`config.mk`:
```
export PLATFORM = sky130hd
export DESIGN_NAME = dwd_device_flat
export DESIGN_NICKNAME = d
export VERILOG_FILES = /design/src/dwd_pkg.sv /design/src/dwd_link_if.sv /design/src/dwd_device.sv /design/src/flat_wrapper.sv
export SDC_FILE = /design/constraint.sdc
export NUM_CORES = 1
export LEC_CHECK = 0
export BUFFER_PORTS_ARGS = -buffer_cell sky130_fd_sc_hd__buf_2
export CAP_MARGIN = 20
export CORE_MARGIN = 1.5
export CORE_UTILIZATION = 55
export CTS_BUF_LIST = sky130_fd_sc_hd__clkbuf_8
export DETAILED_ROUTE_END_ITERATION = 8
export GPL_TIMING_DRIVEN = 0
export HOLD_SLACK_MARGIN = 0.03
export PLACE_DENSITY_LB_ADDON = 0.12
export SYNTH_ARGS = -nofsm -noshare
export SYNTH_HDL_FRONTEND = slang
export SYNTH_SLANG_ARGS = --single-unit
```
`constraint.sdc`:
```
create_clock -name I_CLK_SYS -period 21.6 [get_ports I_CLK_SYS]
set_input_delay 1.08 -clock I_CLK_SYS [delete_from_list [all_inputs] [get_ports I_CLK_SYS]]
set_output_delay 1.08 -clock I_CLK_SYS [all_outputs]
set_load 0.01 [all_outputs]
```
`src/dwd_pkg.sv`:
```
// Constants shared by both ends of the waveform-word link: word layout,
// control field positions, host register map and output coding.
// Assumes a single system clock on both ends; no other files are needed.
// ****************************************************************
// Functional notes
// Top bits 00 means control word update
// Control bit 6 powers down the converter
// Square enable drives pin with MSB/halved
// Square off: converter drives pin, sine/ramp
// Bit 3 one: MSB direct; zero: halved
// Bit 1 one: triangle; zero: sine table
// Host keeps mode zero with square enabled
// Host writes zero to bits 4, 2, 0
// Accumulator adds selected tuning value each clock
// Selected phase offset added to accumulator
// Top bits 01/10 load tuning a/b
// Tuning registers 28 bits, freq select picks
// Phase registers 12 bits, phase select picks
// Full-width: two writes, low then high
// Half mode: half select picks half replaced
// Full-width commit only after both halves
// Half select one high, zero low
// Top bits 11: bit 13 picks phase register
// Freq select bit 11, phase select bit 10
// Word applied after sixteen bits, MSB first
// Link words enter clock domain safely
// ****************************************************************
package dwd_pkg;

    // ****************************************************************
    // Serial word layout.
    // ****************************************************************
    localparam int WORD_W = 16;
    localparam int ADDR_HI = 15;
    localparam int ADDR_LO = 14;
    localparam int HALF_W = 14;
    localparam int ACC_W = 28;
    localparam int PHASE_W = 12;
    localparam int DAC_W = 10;
    localparam int PHASE_SEL_POS = 13;
    localparam logic [4:0] LAST_BIT = 5'h0F;
    localparam logic [4:0] WORD_BITS = 5'h10;

    // Destination codes held in the two top bits of a word.
    typedef enum logic [1:0] {
        DWD_DST_CTRL = 2'b00,
        DWD_DST_FREQ_A = 2'b01,
        DWD_DST_FREQ_B = 2'b10,
        DWD_DST_PHASE = 2'b11
    } dwd_dst_t;

    // ****************************************************************
    // Control word field positions.
    // ****************************************************************
    localparam int FULL_WIDTH_LOAD_POS = 13;
    localparam int HALF_SELECT_POS = 12;
    localparam int FREQ_SELECT_POS = 11;
    localparam int PHASE_SELECT_POS = 10;
    localparam int POWERDOWN_POS = 6;
    localparam int SQUARE_ENABLE_POS = 5;
    localparam int SQUARE_NO_HALVE_POS = 3;
    localparam int TRIANGLE_MODE_POS = 1;
    localparam logic [15:0] CONTROL_RESET = 16'h0000;

    // ****************************************************************
    // Converter coding.
    // ****************************************************************
    localparam logic [9:0] DAC_MID = 10'h200;
    localparam logic [9:0] AMP_MAX = 10'h1FF;
    localparam logic [11:0] HALF_TURN = 12'h800;

    // ****************************************************************
    // Host register map (byte offsets) and reset values.
    // ****************************************************************
    localparam logic [7:0] REG_TX_WORD = 8'h00;
    localparam logic [7:0] REG_STATUS = 8'h04;
    localparam logic [7:0] REG_CLK_DIV = 8'h08;
    localparam int CLK_DIV_W = 8;
    localparam logic [7:0] CLK_DIV_RESET = 8'h04;

endpackage

```
`src/dwd_link_if.sv`:
```
// Three-wire serial link between the host controller and the generator.
// Assumes both ends run on the same system clock; no tri-state wires.
`timescale 1ns/1ns
interface dwd_link_if;
    logic sclk;
    logic fsync_n;
    logic serial_data_in;

    // The host makes the clock, the frame and the data.
    modport host (
        output sclk,
        output fsync_n,
        output serial_data_in
    );

    // The generator only listens.
    modport dev (
        input sclk,
        input fsync_n,
        input serial_data_in
    );
endinterface

```
`src/dwd_device.sv`:
```
// Generator end: deserialiser, word decoder, register bank, phase
// accumulator and output selection.
// Assumes link pins change only after a system clock edge.
//
// Register access over APB and the address map were chosen for this implementation.
`timescale 1ns/1ns
module dwd_device (
    // Clock and reset.
    input wire logic I_CLK_SYS,
    input wire logic I_SRST,
    // Serial link.
    dwd_link_if.dev LINK,
    // Generator outputs.
    output logic [9:0] O_WAVE_OUTPUT_PIN,
    output logic O_CONVERTER_POWERDOWN,
    output logic [15:0] O_CONTROL_WORD,
    output logic O_WORD_STROBE
);

    // ****************************************************************
    // Link receiver.
    // ****************************************************************
    logic sclk_q;
    logic sclk_fall;
    logic [15:0] rx_shift;
    logic [4:0] rx_count;
    logic [15:0] rx_word;
    logic word_valid;

    // Previous link clock level, kept for edge detection.
    always_ff @(posedge I_CLK_SYS) begin
        if (I_SRST) begin
            sclk_q <= 1'b1;
        end else begin
            sclk_q <= LINK.sclk;
        end
    end

    assign sclk_fall = sclk_q & ~LINK.sclk & ~LINK.fsync_n;

    // Bits enter MSB first; a frame that ends early is thrown away.
    always_ff @(posedge I_CLK_SYS) begin
        if (I_SRST) begin
            rx_shift <= '0;
            rx_count <= '0;
            rx_word <= '0;
            word_valid <= 1'b0;
        end else begin
            word_valid <= 1'b0;
            if (LINK.fsync_n) begin
                rx_count <= '0;
            end else if (sclk_fall) begin
                rx_shift <= {rx_shift[14:0], LINK.serial_data_in};
                if (rx_count == dwd_pkg::LAST_BIT) begin
                    // Whole word captured at once, so no half word is seen.
                    rx_word <= {rx_shift[14:0], LINK.serial_data_in};
                    word_valid <= 1'b1;
                    rx_count <= '0;
                end else begin
                    rx_count <= rx_count + 5'h01;
                end
            end
        end
    end

    // ****************************************************************
    // Word decoder.
    // ****************************************************************
    logic [1:0] dst;
    logic [13:0] payload;
    logic freq_write;
    logic freq_index;

    assign dst = rx_word[dwd_pkg::ADDR_HI:dwd_pkg::ADDR_LO];
    assign payload = rx_word[dwd_pkg::HALF_W-1:0];
    assign freq_write = word_valid & ((dst == dwd_pkg::DWD_DST_FREQ_A)
        | (dst == dwd_pkg::DWD_DST_FREQ_B));
    assign freq_index = (dst == dwd_pkg::DWD_DST_FREQ_B);

    // ****************************************************************
    // Control register.
    // ****************************************************************
    logic [15:0] control_word_reg;
    logic full_width_load;
    logic half_select;
    logic freq_select;
    logic phase_select;
    logic converter_powerdown;
    logic square_output_enable;
    logic square_no_halve;
    logic triangle_mode;

    // Reserved bits are stored as sent; they steer nothing.
    always_ff @(posedge I_CLK_SYS) begin
        if (I_SRST) begin
            control_word_reg <= dwd_pkg::CONTROL_RESET;
        end else if (word_valid && dst == dwd_pkg::DWD_DST_CTRL) begin
            control_word_reg <= {dwd_pkg::DWD_DST_CTRL, payload};
        end
    end

    assign full_width_load = control_word_reg[dwd_pkg::FULL_WIDTH_LOAD_POS];
    assign half_select = control_word_reg[dwd_pkg::HALF_SELECT_POS];
    assign freq_select = control_word_reg[dwd_pkg::FREQ_SELECT_POS];
    assign phase_select = control_word_reg[dwd_pkg::PHASE_SELECT_POS];
    assign converter_powerdown = control_word_reg[dwd_pkg::POWERDOWN_POS];
    assign square_output_enable = control_word_reg[dwd_pkg::SQUARE_ENABLE_POS];
    assign square_no_halve = control_word_reg[dwd_pkg::SQUARE_NO_HALVE_POS];
    assign triangle_mode = control_word_reg[dwd_pkg::TRIANGLE_MODE_POS];

    // ****************************************************************
    // Tuning registers.
    // ****************************************************************
    logic [27:0] freq_tuning [0:1];
    logic [13:0] low_hold;
    logic pend;
    logic pend_index;

    // Full-width pairs wait in a holding register; any other word cancels
    // the pair, and a write to the other register restarts it with a new low half.
    always_ff @(posedge I_CLK_SYS) begin
        if (I_SRST) begin
            freq_tuning[0] <= '0;
            freq_tuning[1] <= '0;
            low_hold <= '0;
            pend <= 1'b0;
            pend_index <= 1'b0;
        end else if (freq_write) begin
            if (full_width_load) begin
                if (pend && pend_index == freq_index) begin
                    freq_tuning[freq_index] <= {payload, low_hold};
                    pend <= 1'b0;
                end else begin
                    low_hold <= payload;
                    pend <= 1'b1;
                    pend_index <= freq_index;
                end
            end else if (half_select) begin
                freq_tuning[freq_index][dwd_pkg::ACC_W-1:dwd_pkg::HALF_W] <= payload;
                pend <= 1'b0;
            end else begin
                freq_tuning[freq_index][dwd_pkg::HALF_W-1:0] <= payload;
                pend <= 1'b0;
            end
        end else if (word_valid) begin
            pend <= 1'b0;
        end
    end

    // ****************************************************************
    // Phase offset registers.
    // ****************************************************************
    logic [11:0] phase_offset [0:1];

    // Bit 12 of a phase word carries nothing.
    always_ff @(posedge I_CLK_SYS) begin
        if (I_SRST) begin
            phase_offset[0] <= '0;
            phase_offset[1] <= '0;
        end else if (word_valid && dst == dwd_pkg::DWD_DST_PHASE) begin
            phase_offset[rx_word[dwd_pkg::PHASE_SEL_POS]] <=
                rx_word[dwd_pkg::PHASE_W-1:0];
        end
    end

    // ****************************************************************
    // Phase accumulator.
    // ****************************************************************
    logic [27:0] selected_tuning_value;
    logic [11:0] selected_phase_value;
    logic [27:0] phase_acc;
    logic [11:0] phase_word;

    assign selected_tuning_value = freq_tuning[freq_select];
    assign selected_phase_value = phase_offset[phase_select];

    // Wraps modulo two to the 28, giving f = fclk * value / 2^28.
    always_ff @(posedge I_CLK_SYS) begin
        if (I_SRST) begin
            phase_acc <= '0;
        end else begin
            phase_acc <= phase_acc + selected_tuning_value;
        end
    end

    // Only the top bits of the accumulator address the waveform.
    assign phase_word = phase_acc[dwd_pkg::ACC_W-1:dwd_pkg::ACC_W-dwd_pkg::PHASE_W]
        + selected_phase_value;

    // ****************************************************************
    // Waveform shaping.
    // ****************************************************************
    // Parabolic stand-in for a sine table: it costs one multiplier and
    // no storage, at the price of a few percent of harmonic error.
    function automatic logic [9:0] sine_lookup_table(input logic [11:0] ph);
        logic [11:0] x;
        logic [23:0] prod;
        logic [9:0] amp;
        x = {1'b0, ph[10:0]};
        prod = 24'(x) * 24'(dwd_pkg::HALF_TURN - x);
        amp = (prod[20:11] > dwd_pkg::AMP_MAX) ? dwd_pkg::AMP_MAX : prod[20:11];
        sine_lookup_table = ph[11] ? dwd_pkg::DAC_MID - amp : dwd_pkg::DAC_MID + amp;
    endfunction

    logic [9:0] dac_code;
    logic dac_msb;
    logic dac_msb_q;
    logic halved_bit;
    logic square_bit;

    always_comb begin
        if (triangle_mode) begin
            // Folded ramp: rises over the first half turn, falls after.
            dac_code = phase_word[11] ? ~phase_word[10:1] : phase_word[10:1];
        end else begin
            dac_code = sine_lookup_table(phase_word);
        end
    end

    assign dac_msb = dac_code[dwd_pkg::DAC_W-1];

    // The halved square toggles on each rising edge of the MSB.
    always_ff @(posedge I_CLK_SYS) begin
        if (I_SRST) begin
            dac_msb_q <= 1'b0;
            halved_bit <= 1'b0;
        end else begin
            dac_msb_q <= dac_msb;
            if (dac_msb && !dac_msb_q) begin
                halved_bit <= ~halved_bit;
            end
        end
    end

    assign square_bit = square_no_halve ? dac_msb : halved_bit;

    // ****************************************************************
    // Output pin.
    // ****************************************************************
    // With square enabled the converter is cut off and the pin swings
    // full scale; the host is expected to keep triangle mode off then.
    always_ff @(posedge I_CLK_SYS) begin
        if (I_SRST) begin
            O_WAVE_OUTPUT_PIN <= dwd_pkg::DAC_MID;
            O_CONVERTER_POWERDOWN <= 1'b0;
            O_CONTROL_WORD <= dwd_pkg::CONTROL_RESET;
            O_WORD_STROBE <= 1'b0;
        end else begin
            if (square_output_enable) begin
                O_WAVE_OUTPUT_PIN <= {dwd_pkg::DAC_W{square_bit}};
            end else begin
                O_WAVE_OUTPUT_PIN <= dac_code;
            end
            O_CONVERTER_POWERDOWN <= converter_powerdown;
            O_CONTROL_WORD <= control_word_reg;
            O_WORD_STROBE <= word_valid;
        end
    end

endmodule

```
`src/flat_wrapper.sv`:
```
// flat-port wrapper written by rule: the top's interface ports become plain ports
module dwd_device_flat 
  (I_CLK_SYS, I_SRST, O_WAVE_OUTPUT_PIN, O_CONVERTER_POWERDOWN, O_CONTROL_WORD, O_WORD_STROBE, LINK_sclk, LINK_fsync_n, LINK_serial_data_in);
  dwd_link_if LINK_i ();
  input wire logic I_CLK_SYS;
  input wire logic I_SRST;
  output logic [9:0] O_WAVE_OUTPUT_PIN;
  output logic O_CONVERTER_POWERDOWN;
  output logic [15:0] O_CONTROL_WORD;
  output logic O_WORD_STROBE;
  input wire logic [$bits(LINK_i.sclk)-1:0] LINK_sclk;
  input wire logic [$bits(LINK_i.fsync_n)-1:0] LINK_fsync_n;
  input wire logic [$bits(LINK_i.serial_data_in)-1:0] LINK_serial_data_in;
  assign LINK_i.sclk = LINK_sclk;
  assign LINK_i.fsync_n = LINK_fsync_n;
  assign LINK_i.serial_data_in = LINK_serial_data_in;
  dwd_device u_core (.I_CLK_SYS(I_CLK_SYS), .I_SRST(I_SRST), .LINK(LINK_i), .O_WAVE_OUTPUT_PIN(O_WAVE_OUTPUT_PIN), .O_CONVERTER_POWERDOWN(O_CONVERTER_POWERDOWN), .O_CONTROL_WORD(O_CONTROL_WORD), .O_WORD_STROBE(O_WORD_STROBE));
endmodule
```
==> impl_results.md, run 1 <==
* CP Launch Type: flop
* DR vias at 10,400
* Hold_buf cts at 0
* Share of cells above drive strength 1 at roughly 10%
* Kind of end point of the critical path: flop
* Slew @ Worst Pin at ~1.2 ns
* CP max FO at 10
* CP dominant cell by count: inv_1
* First-pass GRT wire length at ~51 mm
* Clock Skews at a little under 0.03 ns
* Final antenna-violating net count at 0
* Family with the most delay on the worst path: adder cells
* GR Overflow Total at 0
* Fmax at ~86 MHz
* Port bufs at 30
* DRC Markers at 0
* Main flop type after synthesis: dfxtp_1
* Fin crit period at between 10 and 15 ns
* RSZ-0062 raised after global routing: no
* Sequential fraction of the synthesis area at 34.8%
* Post-CTS sizing at 0
* Worst Path Required at about 22 ns
* Biggest register: u_core.freq_tuning
* Kind of critical path: flop to flop
* Worst hold path class: flop to flop
* Final Net Count at approximately 1,700
* Post-synth EDFFs at 80
* H-tree levels at 1
* Final hold vios at 0
* Largest registers: u_core.freq_tuning: 56 flops, u_core.phase_acc: 28 flops, u_core.phase_offset: 24 flops
* Die H at between 150 and 200 µm
* Chip Width at 163 µm
* I/O pin count at 33
* Min-delay src: u_core.rx_shift[14]$_SDFFE_PP0P_
* Die area at roughly 0.027 mm²
* Layout area overhead at 8.99%
* Yosys warns at 0
* Period utilization at a little over half
* CP peak stage delay at 0.60 ns
* Largest register FFs at 56
* Clk sink count at between 200 and 250
* Netlist cell types at 85
* Drt first-iter violations at between 500 and 600
* Largest net degree at the start of global routing at 15
* CTS Buf Count at 31
* Arrival time worst endpoint at 12.04 ns
* Buf+Inv Stages, Crit Path at 10
* Avg Inst Size Synth at 9.62 µm²
* Clk slew on worst S/H paths at 0.07 ns
* Cell Rows at 58
* Starting Density at a little under three fifths
* Yosys reg bits at slightly above 200
* Post-synthesis cell count at around 1,500
* Worst-skew pair later-pin latency at approximately 0.57 ns
* Wire per inst at between 15 and 20 µm
* Setup TNS at 0 ns
* Final HPWL DP at about 24 mm
* CTS tree: yes
* Clock Tree Root: clkbuf_8
* Routability congestion estimate at between 0.8 and 0.9
* Area of the core at ~0.025 mm²
* Outcome: complete, no violations
* Mapped Area at between 0.01 and 0.015 mm²
* CTS Buffer Depth at 3
* First-pass detailed-route iteration total at 5
* Vias per cell at roughly 5.5
* ANT cells at 0
* Max_cap viols at 0
* Final setup violation count at 0
* Final Max Tran Viols at 0
* Gr usage total at 24.7%
* Async SR Flop Fraction at 0%
* Slowest CP cell: or4b_2
* Routed Wire Length at between 30 and 40 mm
* Relative slew slack at about a fifth
* Initial antenna violation count at 0
* Vias in the first global route at 10,200
* Setup Buffers After CTS at 0
[Yosys cell counts (all sizes together) (13+ instances only)]
library cell	n	area, µm²
nand3	15	75.1
o21ai	34	174
and2	62	388
a211oi	18	153
fa	89	1780
mux2i	35	350
edfxtp	80	2400
clkbuf	44	165
nand2b	47	297
xnor2	34	298
ha	104	1300
a21o	19	144
a21oi	83	423
nor2b	27	176
buf	18	91.3
xor2	20	175
nor3	16	91.3
nor2	164	626
inv	127	477
or2	13	81.3
dfxtp	125	2500
nand2	136	510
mux2	39	443
[layout make-up]
class	count	area (µm²)
Fill cell	2213	9830
Buffer	62	256
Sequential cell	205	4900
Timing Repair Buffer	33	180
Multi-Input combinational cell	1080	8480
Clock buffer	31	427
Clock inverter	22	213
Inverter	127	477
Tap cell	330	413
[kinds of logic (layout without fill, tap and decap cells)]
logic type,after synthesis,count (layout),share of synthesized area (%)
xor+xnor,55,55,3.53
other cells,2,11,0.0533
buf+inv,189,275,5.20
mux,74,74,5.63
fa+ha+maj,193,193,21.9
simple gates,521,521,18.0
flops,205,205,34.8
compound gates,226,226,10.8
[worst paths after layout]
path | end | slack [ns] | depth (start not counted)
setup / recovery | u_core.O_WAVE_OUTPUT_PIN[6]$_SDFF_PP0_ | 9.97 | 43
hold / removal | u_core.rx_word[15]$_SDFFE_PP0P_ | 0.45 | 2
setup reg to reg | u_core.O_WAVE_OUTPUT_PIN[6]$_SDFF_PP0_ | 9.97 | 43
hold reg to reg | u_core.rx_word[15]$_SDFFE_PP0P_ | 0.45 | 2
[metal layers]
metal  track usage [%]  share of wire (%)  vias to the layer above
met4              8.67                3.4                        0
met2              45.7                 51                      237
met5                 0                  0                        -
met3              2.46                4.2                       63
met1              29.8                 41                     4992
li1                  -                  -                     5071
[worst min-delay path, stage by stage (launching register included)]
cell     delay [ns]
dfxtp_1        0.31
nand2_1        0.05
a21oi_1        0.05
[layout by cell type, fill, tap and decap left out, types with 16 or more instances in the layout]
cell type / netlist / routed
o21ai_0: 24 / 23
nand2_1: 136 / 136
clkbuf_1: 44 / 44
and2_1: 61 / 61
a211oi_1: 16 / 16
nand2b_1: 46 / 46
clkbuf_8: 0 / 31
mux2i_1: 35 / 35
buf_2: 4 / 34
mux2_2: 38 / 38
fa_1: 89 / 89
nor2b_1: 26 / 26
edfxtp_1: 80 / 80
xnor2_1: 34 / 34
ha_1: 104 / 104
dfxtp_1: 125 / 125
a21oi_1: 81 / 81
nor2_1: 162 / 162
a21o_1: 18 / 18
inv_1: 126 / 134
xor2_1: 20 / 20
[per-stage QoR]
stage	instances	setup slack, ns	cell area (µm²)	hold WS [ns]	utilization, %
2_1_floorplan	1474	11.66	14100	0.419	-
6_report	1890	9.97	15400	0.448	61.0
4_1_cts	1890	9.95	15400	0.445	61.0
3_3_place_gp	1834	9.40	14700	0.434	58.3
5_1_grt	1890	9.33	15400	0.473	61.0
3_5_place_dp	1837	10.03	14700	0.446	58.4
Power of run 1 is not shown: default switching activity piles up to over one toggle a cycle in this logic, so the estimate is an artifact.
==> run 2, diff against run 1 <==
clock period = 10.5 ns   (was 21.6 ns; I/O delays follow)
==> run 2 against run 1 <==
Fmax up 16%. Non-clock buffer count up 7. Flip-flop and latch count unchanged. Routed wire length grew 1.0%. Count of clock-buffer cells in the layout did not move. Clock skew rose by 0.0012 ns. Cell count up 0.37%. Register-to-register slack worse by 9.5 ns. Via count rose by 0.62%. Die area unchanged. Largest cell class unchanged.
==> impl_results.md, run 2 (synthesis results as in run 1) <==
* Clock Skews at 0.0301 ns (+0.00123 ns)
* Clk sink count at 205 (unchanged)
* Setup ws final at 0.435 ns (-9.53 ns)
* Hold_buf cts at 0 (unchanged)
* CP max FO at 10 (unchanged)
* Max_cap viols at 0 (unchanged)
* RSZ-0062 raised after global routing: no
* CP peak stage delay at 0.62 ns (+0.02 ns)
* DRC Markers at 0 (unchanged)
* Fin crit period at 10.06 ns (-1.57 ns)
* H-tree levels at 1 (unchanged)
* DR vias at 10,400 (+0.62%)
* Buf+Inv Stages, Crit Path at 8 (-2)
* Final Max Tran Viols at 0 (unchanged)
* Fillers at 2,192 (-0.95%)
* Placed Cells at 1,837 (unchanged)
* Worst-skew pair later-pin latency at 0.57 ns (about the same)
* Cell Rows at 58 (unchanged)
* Die area at 0.0266 mm² (unchanged)
* Multi-input gate area at 0.00861 mm² (+1.5%)
* CTS Buf Count at 31 (unchanged)
* CP Launch Type: flop
* Pre-CTS setup slack at -1.07 ns (-11.10 ns)
* Final hold vios at 0 (unchanged)
* Largest registers: u_core.freq_tuning: 56 flops, u_core.phase_acc: 28 flops, u_core.phase_offset: 24 flops
* Die H at 163 µm (unchanged)
* Final core utilization at 61.9% (+0.91 points)
* Arrival time worst endpoint at 10.46 ns (-1.58 ns)
* Share of cells above drive strength 1 at 12.4% (+2.4 points)
* First-pass detailed-route iteration total at 5 (unchanged)
* Vias in the first global route at 10,200 (+0.33%)
* Kind of critical path: flop to flop
* Clk slew on worst S/H paths at 0.06 ns (about the same)
* Final Net Count at 1,745 (+0.40%)
* Vias per cell at 5.50 (+0.25%)
* Clock Tree Root: clkbuf_8
* Routed Wire Length at 32.3 mm (+1.0%)
* Period utilization at 95.9% (+42 points)
* CP dominant cell by count: fa_1
* Outcome: complete, no violations
* Kind of end point of the critical path: flop
* Non-filler cells, final at 1,897 (+0.37%)
* Largest register FFs at 56 (unchanged)
* Wire per inst at 17.0 µm (+0.63%)
* Drt first-iter violations at 584 (+4.8%)
* Final antenna-violating net count at 0 (unchanged)
* Largest net degree at the start of global routing at 15 (unchanged)
* Routability congestion estimate at 0.884 (unchanged)
* Min Hold Slack at 0.185 ns (-0.263 ns)
* Most common cell after layout, fill and taps aside: nor2_1
* Family with the most delay on the worst path: adder cells
* Area of the core at 0.0252 mm² (unchanged)
* Fmax at 99.4 MHz (+16%)
* Slew @ Worst Pin at 0.990 ns (-0.187 ns)
* First-pass GRT wire length at 51.3 mm (+0.23%)
* Chip Width at 163 µm (unchanged)
* Worst hold path class: primary input to flop
* Port bufs at 30 (unchanged)
* Gr usage total at 24.8% (+0.062 points)
* Starting Density at 55.9% (unchanged)
* Relative slew slack at 34.0% (+13 points)
* Reg area at 0.00491 mm² (about the same)
* Final setup violation count at 0 (unchanged)
* CTS tree: yes
* Commonest cells after routing, fill and taps aside: nor2_1, nand2_1, inv_1
* Slowest CP cell: or4b_2
* Biggest register: u_core.freq_tuning
* Layout area overhead at 10.6%
* CTS Buffer Depth at 3 (unchanged)
* Worst Path Required at 10.90 ns (-11.10 ns)
* Final HPWL DP at 24.3 mm (unchanged)
* Initial antenna violation count at 0 (unchanged)
* I/O pin count at 33 (unchanged)
* GR Overflow Total at 0 (unchanged)
* ANT cells at 0 (unchanged)
[run 2: layer usage]
| metal | GRT usage [%] | up-vias | wire, µm |
|---|---|---|---|
| met5 | 0 | - | 0 |
| met4 | 9.17 | 0 | 1160 |
| met3 | 2.49 | 74 | 1140 |
| met2 | 45.6 | 228 | 16500 |
| met1 | 29.8 | 5041 | 13500 |
| li1 | - | 5084 | - |
[run 2: final timing paths]
check | cells after the start | end | from | slack [ns]
setup / recovery | 38 | u_core.O_WAVE_OUTPUT_PIN[6]$_SDFF_PP0_ | flop | 0.44
hold / removal | 2 | u_core.sclk_q$_SDFF_PP1_ | LINK_sclk | 0.19
setup reg to reg | 38 | u_core.O_WAVE_OUTPUT_PIN[6]$_SDFF_PP0_ | flop | 0.44
hold reg to reg | 2 | u_core.rx_word[15]$_SDFFE_PP0P_ | u_core.rx_shift[14]$_SDFFE_PP0P_ | 0.45
[run 2: what timing repair did]
action	CTS	global route
buffers inserted	2	9
pin swaps	1	5
resized for setup	13	25
endpoints found under the setup margin	5	3
cloned	0	0
[run 2: layout make-up]
class	instances	share of cell area [%]
buffer	58	1.64
multi-input combinational	1080	55.3
clock inverter	22	1.36
timing repair buffer	44	1.77
clock buffer	31	2.74
sequential	205	31.5
inverter	127	3.11
tap	330	2.65
[run 2: per-stage QoR]
stage,cell area (µm²),setup TNS [ns]
floorplan,14100,0
global placement,14700,-8.98
detailed placement,14700,-3.24
CTS,15400,0
global route,15600,0
finish,15600,0
Power of run 2 is left out for the same reason.
==> run 3, diff against run 2 <==
CTS_BUF_LIST = unset   (was sky130_fd_sc_hd__clkbuf_8)
==> run 3 against run 2 <==
Cell count down 0.74%. Critical path depth is 1 higher. Critical endpoint unchanged. First-iteration DRC count is 5.0% higher. Highest routed layer unchanged. Routed wire length decreased by 0.74%.
==> impl_results.md, run 3 (synthesis results as in run 1) <==
* Most common cell after layout, fill and taps aside: nor2_1
* Vias per cell at 5.48 (-0.24%)
* CP dominant cell by count: fa_1
* I/O pin count at 33 (unchanged)
* ANT cells at 0 (unchanged)
* Worst Path Required at 10.84 ns (-0.06 ns)
* CTS Buf Count at 21 (-32%)
* Fmax at 99.6 MHz (+0.28%)
* Arrival time worst endpoint at 10.38 ns (-0.08 ns)
* Biggest register: u_core.freq_tuning
* CP max FO at 10 (unchanged)
* Final HPWL DP at 24.3 mm (unchanged)
* First-pass GRT wire length at 51.4 mm (+0.16%)
* Worst hold path class: primary input to flop
* First-pass detailed-route iteration total at 5 (unchanged)
* Layout area overhead at 11.0%
* Max_cap viols at 0 (unchanged)
* Chip Width at 163 µm (unchanged)
* Area of the core at 0.0252 mm² (unchanged)
* DR vias at 10,300 (-0.98%)
* Largest registers: u_core.freq_tuning: 56 flops, u_core.phase_acc: 28 flops, u_core.phase_offset: 24 flops
* Period utilization at 95.6% (-0.27 points)
* Slowest CP cell: or4b_2
* Non-filler cells, final at 1,883 (-0.74%)
* Final Max Tran Viols at 0 (unchanged)
* Setup TNS at 0 ns (unchanged)
* Min Hold Slack at 0.244 ns (+0.0582 ns)
* Outcome: complete, no violations
* Commonest cells after routing, fill and taps aside: nor2_1, nand2_1, inv_1, dfxtp_1, ha_1
* Drt first-iter violations at 613 (+5.0%)
* Final Net Count at 1,737 (-0.46%)
* Fin crit period at 10.04 ns (-0.0280 ns)
* Routability congestion estimate at 0.884 (unchanged)
* Final hold vios at 0 (unchanged)
* Kind of end point of the critical path: flop
* GR Overflow Total at 0 (unchanged)
* Starting Density at 55.9% (unchanged)
* CP peak stage delay at 0.61 ns (about the same)
* Gr usage total at 24.8% (+0.050 points)
* DRC Markers at 0 (unchanged)
* H-tree levels at 1 (unchanged)
* Final setup violation count at 0 (unchanged)
* Relative slew slack at 34.9% (+0.93 points)
* Slew @ Worst Pin at 0.976 ns (-0.0139 ns)
* Wire per inst at 17.0 µm (about the same)
* Die H at 163 µm (unchanged)
* Clk slew on worst S/H paths at 0.06 ns (about the same)
* Die area at 0.0266 mm² (unchanged)
* Worst-skew pair later-pin latency at 0.49 ns (-0.08 ns)
* CP Launch Type: flop
* Largest register FFs at 56 (unchanged)
* Largest net degree at the start of global routing at 15 (unchanged)
* CTS Buffer Depth at 3 (unchanged)
* Routed Wire Length at 32.1 mm (-0.74%)
* Clock Skews at 0.0111 ns (-0.0190 ns)
* Cell Rows at 58 (unchanged)
* Kind of critical path: flop to flop
* Port bufs at 30 (unchanged)
* Clock Tree Root: clkbuf_16
* Clk sink count at 205 (unchanged)
* Vias in the first global route at 10,200 (-0.39%)
* CTS tree: yes
* Share of cells above drive strength 1 at 11.8% (-0.60 points)
* Final antenna-violating net count at 0 (unchanged)
* Initial antenna violation count at 0 (unchanged)
* Placed Cells at 1,837 (unchanged)
[run 3: cell count changes in the layout (fill, tap and decap cells not counted), moves of 2 or more]
cell / delta
clkbuf_8: -26
inv_1: -8
clkbuf_1: +7
clkinv_1: -2
bufinv_16: -4
clkbuf_16: +21
clkinvlp_4: -3
[run 3: worst paths after layout]
check / to / slack (ns) / start / cells after the start
setup / recovery: u_core.O_WAVE_OUTPUT_PIN[6]$_SDFF_PP0_ / 0.46 / flop / 39
hold / removal: u_core.sclk_q$_SDFF_PP1_ / 0.24 / LINK_sclk / 2
setup reg to reg: u_core.O_WAVE_OUTPUT_PIN[6]$_SDFF_PP0_ / 0.46 / flop / 39
hold reg to reg: u_core.control_word_reg[8]$_SDFFE_PP0P_ / 0.45 / u_core.control_word_reg[8]$_SDFFE_PP0P_ / 2
[run 3: layer usage]
layer	track usage (%)	share of wire [%]
met1	29.9	41
met2	45.1	51
met3	2.87	3.3
met4	9.84	4.0
met5	0	0
[run 3: area by class of cell]
type	instances	area [µm²]
inverter	127	484
fill	2179	9540
buffer	58	258
timing repair buffer	46	303
tap	330	413
clock inverter	4	23.8
multi-input combinational	1080	8630
sequential	205	4910
clock buffer	33	621
[run 3: per-stage QoR]
stage | util (%) | setup WS, ns | cell area, µm²
2_1_floorplan | - | 0.556 | 14100
3_3_place_gp | 58.3 | -1.70 | 14700
3_5_place_dp | 58.4 | -1.07 | 14700
4_1_cts | 61.2 | 0.0404 | 15400
5_1_grt | 62.1 | -0.0110 | 15600
6_report | 62.1 | 0.463 | 15600
[run 3: critical path: cells and delay by family, from the launching register on]
family                     cells  cell delay, ns
muxes                          3            0.88
buffers and inverters          6            0.50
AOI/OAI and AO/OA              9            1.35
xor gates and xnor gates       2            0.35
and+or+nand+nor                9            2.41
adders and majority gates     10            4.06
DFF                            1            0.37
[run 3: timing repair]
action | 4_1_cts | 5_1_grt
gates resized for setup | 13 | 28
pin swaps | 1 | 6
hold endpoints to repair | 0 | 0
endpoints found under the setup margin | 5 | 3
hold buffers | 0 | 0
buffers inserted | 2 | 11
Power of run 3 is left out for the same reason.
